--- config.mk ---
export PLATFORM = sky130hd
export DESIGN_NAME = psp_device_flat
export DESIGN_NICKNAME = d
export VERILOG_FILES = /design/src/rtl/psp_if.sv /design/src/rtl/psp_device.sv /design/src/flat_wrapper.sv
export VERILOG_INCLUDE_DIRS = /design/src /design/src/rtl
export SDC_FILE = /design/constraint.sdc
export NUM_CORES = 1
export LEC_CHECK = 0
export ABC_CLOCK_PERIOD_IN_PS = 1700
export BUFFER_PORTS_ARGS = -buffer_cell sky130_fd_sc_hd__buf_2
export CORE_MARGIN = 10
export CORE_UTILIZATION = 45
export CTS_BUF_LIST = sky130_fd_sc_hd__clkbuf_8
export DETAILED_ROUTE_END_ITERATION = 8
export PLACE_DENSITY_LB_ADDON = 0.05
export SLEW_MARGIN = 0
export SYNTH_ARGS = -nofsm -noshare
export SYNTH_HDL_FRONTEND = slang
export SYNTH_SLANG_ARGS = --single-unit
--- constraint.sdc ---
create_clock -name clk_sys -period 1.7 [get_ports clk_sys]
set_input_delay 0.085 -clock clk_sys [delete_from_list [all_inputs] [get_ports clk_sys]]
set_output_delay 0.085 -clock clk_sys [all_outputs]
set_load 0.03 [all_outputs]
--- src/rtl/psp_consts.svh ---
/*
 * constants of the parallel slave port: register offsets, field positions,
 * reset values and phase timing.
 * assumes it is included by bare name from rtl files of this block only.
 */
`ifndef PSP_CONSTS_SVH
`define PSP_CONSTS_SVH
// ==========================================================
// register offsets
`define PSP_OFS_PORT_D_DATA 8'h08
`define PSP_OFS_PORT_E_DATA 8'h09
`define PSP_OFS_IRQ_FLAGS1 8'h0c
`define PSP_OFS_PORT_E_CTRL 8'h89
`define PSP_OFS_IRQ_ENABLE1 8'h8c
`define PSP_OFS_ADC_PIN_CFG 8'h9f
`define PSP_OFS_PORT_D_DIR 8'h88
// ==========================================================
// field positions
`define PSP_BIT_IN_FULL 7
`define PSP_BIT_OUT_FULL 6
`define PSP_BIT_OVERRUN 5
`define PSP_BIT_SELECT 4
`define PSP_BIT_IRQ 7
// ==========================================================
// reset values
`define PSP_RST_PORT_E_CTRL 8'h07
`define PSP_RST_IRQ_FLAGS1 8'h00
`define PSP_RST_IRQ_ENABLE1 8'h00
`define PSP_RST_ADC_PIN_CFG 8'h00
`define PSP_RST_PORT_D_DIR 8'hff
// ==========================================================
// timing: four phases per instruction cycle
`define PSP_PHASES 2'h3
`endif

--- src/rtl/psp_if.sv ---
/*
 * pin bundle between the external bus master and the slave port.
 * assumes the bench resolves the data wire from the two enables.
 */
`timescale 1ns/1ps
interface psp_if;
	logic rd_b;
	logic wr_b;
	logic cs_b;
	logic [7:0] host_d_out;
	logic host_d_oe_b;
	logic [7:0] dev_d_out;
	logic dev_d_oe_b;
	logic [7:0] d_in;
	modport device (input rd_b, input wr_b, input cs_b, input d_in,
		output dev_d_out, output dev_d_oe_b);
	modport host (output rd_b, output wr_b, output cs_b, input d_in,
		output host_d_out, output host_d_oe_b);
endinterface

--- src/rtl/psp_device.sv ---
/*
 * device end of the parallel slave port: byte latches, status flags,
 * interrupt flag and enable, sampled strobes and register port.
 * assumes one clock clk_sys; strobes are asynchronous to it.
 */
`timescale 1ns/1ps
`include "psp_consts.svh"
module psp_device (
	input wire logic clk_sys,
	input wire logic rst_b,
	psp_if.device pins,
	input wire logic [7:0] reg_addr,
	input wire logic [7:0] reg_wdata,
	input wire logic reg_wr,
	input wire logic reg_rd,
	output logic [7:0] reg_rdata,
	output logic [7:0] port_e_pins_out,
	output logic irq
);
	typedef struct packed {
		logic [2:0] sync1;
		logic [2:0] sync2;
		logic [7:0] din1;
		logic [7:0] din2;
		logic [1:0] phase;
		logic wr_act;
		logic rd_act;
		logic wr_done;
		logic rd_done;
		logic wr_p2;
		logic rd_p2;
		logic [7:0] in_latch;
		logic [7:0] out_latch;
		logic [7:0] port_d_direction;
		logic [2:0] port_e_latch;
		logic [2:0] port_e_dir;
		logic slave_port_select;
		logic input_full_flag;
		logic output_full_flag;
		logic input_overrun_flag;
		logic [7:0] irq_flags;
		logic [7:0] irq_enable;
		logic [7:0] adc_pin_config;
		logic [7:0] rdata;
	} psp_dev_s;

	psp_dev_s r;
	psp_dev_s next_r;
	logic cs_l;
	logic wr_l;
	logic rd_l;

	// ==========================================================
	// strobe decode from the second synchroniser stage
	assign rd_l = ~r.sync2[0];
	assign wr_l = ~r.sync2[1];
	assign cs_l = ~r.sync2[2];

	// ==========================================================
	// next-state logic
	always_comb begin
		next_r = r;
		// pins enter two flops before any decode
		next_r.sync1 = {pins.cs_b, pins.wr_b, pins.rd_b};
		next_r.sync2 = r.sync1;
		// data lines ride the same two flops, so the byte kept at the end
		// of a write is one seen while the synchronised strobe was low
		next_r.din1 = pins.d_in;
		next_r.din2 = r.din1;
		next_r.phase = r.phase + 2'h1;
		// wait for phase two, then act at phase four
		// this runs before the strobe ends so that a completion landing
		// in a phase-two cycle is kept for the next one, never dropped
		if (r.phase == 2'h1) begin
			next_r.wr_p2 = r.wr_done;
			next_r.rd_p2 = r.rd_done;
			next_r.wr_done = 1'b0;
			next_r.rd_done = 1'b0;
		end
		// write: select and store both low
		if (r.slave_port_select && cs_l && wr_l) begin
			next_r.wr_act = 1'b1;
			next_r.in_latch = r.din2;
		end else if (r.wr_act) begin
			next_r.wr_act = 1'b0;
			next_r.wr_done = 1'b1;
		end
		// read: output full clears at once
		if (r.slave_port_select && cs_l && rd_l) begin
			next_r.rd_act = 1'b1;
			next_r.output_full_flag = 1'b0;
		end else if (r.rd_act) begin
			next_r.rd_act = 1'b0;
			next_r.rd_done = 1'b1;
		end
		// firmware register writes
		if (reg_wr) begin
			case (reg_addr)
			`PSP_OFS_PORT_D_DATA: begin
				next_r.out_latch = reg_wdata;
				next_r.output_full_flag = 1'b1;
			end
			`PSP_OFS_PORT_E_DATA: next_r.port_e_latch = reg_wdata[2:0];
			`PSP_OFS_PORT_D_DIR: next_r.port_d_direction = reg_wdata;
			`PSP_OFS_PORT_E_CTRL: begin
				next_r.port_e_dir = reg_wdata[2:0];
				next_r.slave_port_select = reg_wdata[`PSP_BIT_SELECT];
				// overrun only ever cleared here
				next_r.input_overrun_flag = reg_wdata[`PSP_BIT_OVERRUN];
			end
			`PSP_OFS_IRQ_FLAGS1: next_r.irq_flags = reg_wdata;
			`PSP_OFS_IRQ_ENABLE1: next_r.irq_enable = reg_wdata;
			`PSP_OFS_ADC_PIN_CFG: next_r.adc_pin_config = reg_wdata;
			default: next_r.rdata = next_r.rdata;
			endcase
		end
		// firmware data read clears input full
		if (reg_rd && reg_addr == `PSP_OFS_PORT_D_DATA)
			next_r.input_full_flag = 1'b0;
		// phase four completion: set wins over firmware clears, mode off still clears input full
		if (r.phase == `PSP_PHASES && r.wr_p2) begin
			if (r.input_full_flag)
				next_r.input_overrun_flag = 1'b1;
			next_r.input_full_flag = 1'b1;
			next_r.irq_flags[`PSP_BIT_IRQ] = 1'b1;
			next_r.wr_p2 = 1'b0;
		end
		if (r.phase == `PSP_PHASES && r.rd_p2) begin
			next_r.irq_flags[`PSP_BIT_IRQ] = 1'b1;
			next_r.rd_p2 = 1'b0;
		end
		// mode off holds both full flags clear
		if (!next_r.slave_port_select) begin
			next_r.input_full_flag = 1'b0;
			next_r.output_full_flag = 1'b0;
		end
		// read data, one cycle after the strobe
		next_r.rdata = 8'h00;
		if (reg_rd) begin
			case (reg_addr)
			`PSP_OFS_PORT_D_DATA: next_r.rdata = r.in_latch;
			`PSP_OFS_PORT_E_DATA: next_r.rdata = {5'h00, r.sync2};
			`PSP_OFS_PORT_D_DIR: next_r.rdata = r.port_d_direction;
			`PSP_OFS_PORT_E_CTRL: next_r.rdata = {r.input_full_flag,
				r.output_full_flag, r.input_overrun_flag,
				r.slave_port_select, 1'b0, r.port_e_dir};
			`PSP_OFS_IRQ_FLAGS1: next_r.rdata = r.irq_flags;
			`PSP_OFS_IRQ_ENABLE1: next_r.rdata = r.irq_enable;
			`PSP_OFS_ADC_PIN_CFG: next_r.rdata =
				{r.adc_pin_config[7], 3'h0, r.adc_pin_config[3:0]};
			default: next_r.rdata = 8'h00;
			endcase
		end
	end

	// ==========================================================
	// state register
	always_ff @(posedge clk_sys or negedge rst_b) begin
		if (!rst_b) begin
			r <= '0;
			r.sync1 <= 3'h7;
			r.sync2 <= 3'h7;
			r.port_d_direction <= `PSP_RST_PORT_D_DIR;
			r.port_e_dir <= 3'(`PSP_RST_PORT_E_CTRL);
			r.irq_flags <= `PSP_RST_IRQ_FLAGS1;
			r.irq_enable <= `PSP_RST_IRQ_ENABLE1;
			r.adc_pin_config <= `PSP_RST_ADC_PIN_CFG;
		end else begin
			r <= next_r;
		end
	end

	// ==========================================================
	// outputs; in slave mode the bus read decides direction
	always_comb begin
		pins.dev_d_out = r.out_latch;
		// direction register plays no part while slave
		pins.dev_d_oe_b = ~(r.slave_port_select && r.rd_act);
		if (!r.slave_port_select)
			pins.dev_d_oe_b = 1'b1;
	end
	// port E pins are strobes in slave mode, else the latch drives only pins whose direction bit is clear
	assign port_e_pins_out = {5'h00,
		r.slave_port_select ? 3'h0 : r.port_e_latch & ~r.port_e_dir};
	assign reg_rdata = r.rdata;
	// sticky flag gated by enable
	assign irq = r.irq_flags[`PSP_BIT_IRQ] & r.irq_enable[`PSP_BIT_IRQ];
endmodule

--- src/flat_wrapper.sv ---
// flat-port wrapper written by rule: the top's interface ports become plain ports
module psp_device_flat 
  (clk_sys, rst_b, reg_addr, reg_wdata, reg_wr, reg_rd, reg_rdata, port_e_pins_out, irq, pins_rd_b, pins_wr_b, pins_cs_b, pins_d_in, pins_dev_d_out, pins_dev_d_oe_b);
  psp_if pins_i ();
  input wire logic clk_sys;
  input wire logic rst_b;
  input wire logic [7:0] reg_addr;
  input wire logic [7:0] reg_wdata;
  input wire logic reg_wr;
  input wire logic reg_rd;
  output logic [7:0] reg_rdata;
  output logic [7:0] port_e_pins_out;
  output logic irq;
  input wire logic [$bits(pins_i.rd_b)-1:0] pins_rd_b;
  input wire logic [$bits(pins_i.wr_b)-1:0] pins_wr_b;
  input wire logic [$bits(pins_i.cs_b)-1:0] pins_cs_b;
  input wire logic [$bits(pins_i.d_in)-1:0] pins_d_in;
  output wire logic [$bits(pins_i.dev_d_out)-1:0] pins_dev_d_out;
  output wire logic [$bits(pins_i.dev_d_oe_b)-1:0] pins_dev_d_oe_b;
  assign pins_i.rd_b = pins_rd_b;
  assign pins_i.wr_b = pins_wr_b;
  assign pins_i.cs_b = pins_cs_b;
  assign pins_i.d_in = pins_d_in;
  assign pins_dev_d_out = pins_i.dev_d_out;
  assign pins_dev_d_oe_b = pins_i.dev_d_oe_b;
  psp_device u_core (.clk_sys(clk_sys), .rst_b(rst_b), .pins(pins_i), .reg_addr(reg_addr), .reg_wdata(reg_wdata), .reg_wr(reg_wr), .reg_rd(reg_rd), .reg_rdata(reg_rdata), .port_e_pins_out(port_e_pins_out), .irq(irq));
endmodule
==> impl_metrics.tcl <==
set metrics [dict create \
    synthTopCellsByCount "dfrtp_1, mux2_2, buf_4" \
    htreeDepth 3 \
    routed_wl_mm 8.97 \
    vias_per_cell 5.28 \
    crit_fanout 2 \
    skew_ns 0.0136 \
    dieWidth_um 114 \
    drc 0 \
    die_area_sq_um 12900 \
    avgSynthCellArea_sq_um 14.2 \
    synth_top_area_cell "dfrtp_1" \
    fin_util_pct 54.3 \
    report.final.slew_viol_count 0 \
    worstHoldPathCells 2 \
    rsz0062_at_grt "false" \
    finalNonFillerCells 467 \
    rows 34 \
    synth_cells 278 \
    vias 2467 \
    end_kind "register" \
    ff2ff_setup_slack_ns 0.13 \
    io_buffers 51 \
    reg2reg_from "u_core.r[49]$_DFFE_PN1P_" \
    antenna_found_initial 0 \
    yosysMostFrequentCell "dfrtp_1" \
    dr.pass1.iters 4 \
    nNetsFinal 387 \
    status "completed" \
    yosys-top-cells-area "dfrtp_1, mux2_2, dfstp_2" \
    critPathRequiredTime_ns 1.98 \
    finalCritPeriodShare_pct 92.1 \
    cts.clk_slew.worst_paths_ns 0.10 \
    reg2regPathDepth 4 \
    place_inst 439 \
    fin_crit_ns 1.57 \
    synthDistinctLibCells 45 \
    hold_path.class "input port to register" \
    grt_pass1_wl_mm 14.6 \
    synth_top_area_share_pct 48.3 \
    worst-setup-path-type "register to register" \
    maxCapViolations 0 \
    hold_viol_final 0 \
    total_power_uw 4200 \
    start_kind "register" \
    hold_end "u_core.r[30]$_DFFE_PN0P_" \
    clock_path_buffers 2 \
    grt_max_degree 38 \
    cts-root-buf "clkbuf_8" \
    postLayoutCellArea_sq_um 4690 \
    synth-main-ff-cell "dfrtp_1" \
    yosysSeqAreaShare_pct 59.7 \
    cts_tree "yes" \
    dieHeight_um 114 \
    cp.arrival_ns 1.85 \
    powerDensity_nw_per_um2 896 \
    fillers 745 \
    first_global_vias 2574 \
    clkSinkCount 93 \
    ant_nets 0 \
    ys_warn_count 0 \
    synth-seq-cells 93 \
    synth_area_sq_um 3940 \
    synth-edff-count 0 \
    reg2reg_to "u_core.reg_rdata[7]$_DFF_PN0_" \
    drive_gt1_share_pct 49.9 \
    async_reset_ff_share_pct 100 \
    drtIter0Drc 149 \
    wire_per_inst_um 19.2 \
    diodes 0 \
    dp_hpwl_mm 6.34 \
    postPlaceCellArea_sq_um 4370 \
    cts_buffers 9 \
    grt_overflow 0 \
    ir_drop_mv 0.478 \
    p_leak_uw 0.00227 \
    setup-violations-final 0 \
    fmax_mhz 638 \
    ctsResizeCount 0 \
    syn_to_final_growth_pct 19.2 \
    start_util_pct 45.6 \
    coreArea_sq_um 8640 \
    hp-start "reg_wdata[6]" \
    fin_tns_setup_ns 0 \
    clk_latency_ns 0.35 \
    grt_usage_pct 14.3 \
    cp-startpoint "u_core.r[49]$_DFFE_PN1P_" \
    gp_congestion 0.812 \
    ios 57 \
]
==> where the power goes <==
group          internal (uW)  switching (uW)  leakage (uW)
registers               2340            54.4       0.00118
logic                    173             217       0.00101
clock network            654             764     0.0000908
==> worst max-delay path, stage by stage, from the launching register on <==
cell and delay, ns:
dfstp_2 0.55, mux2i_1 0.06, or4_1 0.41, a311o_1 0.32, a21oi_1 0.16
==> stage by stage <==
| stage | hold slack (ns) | worst slack (ns) |
|---|---|---|
| final | 0.0243 | 0.134 |
| after global routing | 0.0138 | 0.103 |
| after CTS | 0.0200 | 0.129 |
| after detailed placement | 0.0366 | 0.145 |
| after global placement | 0.0327 | 0.150 |
| after floorplan | -0.211 | 0.250 |
==> how the worst max path moves through the flow <==
stage,to,slack (ns),cells past startpoint
after global routing,u_core.reg_rdata[7]$_DFF_PN0_,0.10,4
after global placement,u_core.reg_rdata[7]$_DFF_PN0_,0.15,4
final,u_core.reg_rdata[7]$_DFF_PN0_,0.13,4
after floorplan,u_core.reg_rdata[7]$_DFF_PN0_,0.25,4
after CTS,u_core.reg_rdata[7]$_DFF_PN0_,0.13,4
after detailed placement,u_core.reg_rdata[7]$_DFF_PN0_,0.14,4
==> cell usage in the layout, fill, tap and decap left out, types with 2 or more instances in the layout <==
cell type	count
nand2_1	9
nand4_1	2
nand3_2	2
inv_1	10
mux2_2	54
buf_4	25
mux2i_1	12
buf_2	50
conb_1	5
o2bb2ai_1	4
dlygate4sd3_1	12
a32oi_1	3
nand3_1	5
a22oi_1	3
nor4b_4	2
clkinvlp_4	3
a222oi_1	2
nand4_2	2
buf_12	3
nor3b_1	3
o21ai_0	2
dfrtp_1	76
a21oi_1	10
ha_1	2
dfstp_2	17
nor2_1	6
a2111oi_2	2
a221oi_1	2
clkbuf_8	12
==> sequential cells by signal, indices dropped and copies added, names as in the netlist <==
register / count
u_core.pins.dev_d_out: 8
u_core.r: 66
u_core.reg_rdata: 8
u_core.next_r: 11
==> cell families (layout without fill, tap and decap cells) <==
group                    after synthesis  after routing  share of synthesized area [%]
other                                  1              5                         0.0953
AND/OR/NAND/NOR                       42             42                           7.88
flip-flops                            93             93                           59.7
buffers and inverters                 39            116                           6.29
AO/OA/AOI/OAI                         35             35                           6.93
multiplexers                          66             66                           18.5
adder cells (fa/ha/maj)                2              2                          0.636
==> per-layer routing <==
| metal | share of wire [%] | GRT usage (%) |
|---|---|---|
| met5 | 0 | 0 |
| met4 | 0.64 | 3.30 |
| met3 | 7.0 | 5.04 |
| met2 | 45 | 21.1 |
| met1 | 47 | 19.8 |
==> area by class of cell <==
class                   count  area (sq um)  area share [%]
flip-flops and latches     93          2350            50.1
multi-input cells         150          1360            28.9
repair buffers             90           618            13.2
clock buffers              12           165            3.52
well taps                 108           135            2.88
inverters                  10          37.5           0.800
clock inverters             4          31.3           0.667
==> timing repair <==
| action | CTS | global route |
|---|---|---|
| endpoints found under the hold margin | 39 | 0 |
| hold buffers | 12 | 0 |
| setup buffers | 0 | 0 |
| endpoints found under the setup margin | 0 | 0 |
(Power assumes the default switching activity.)
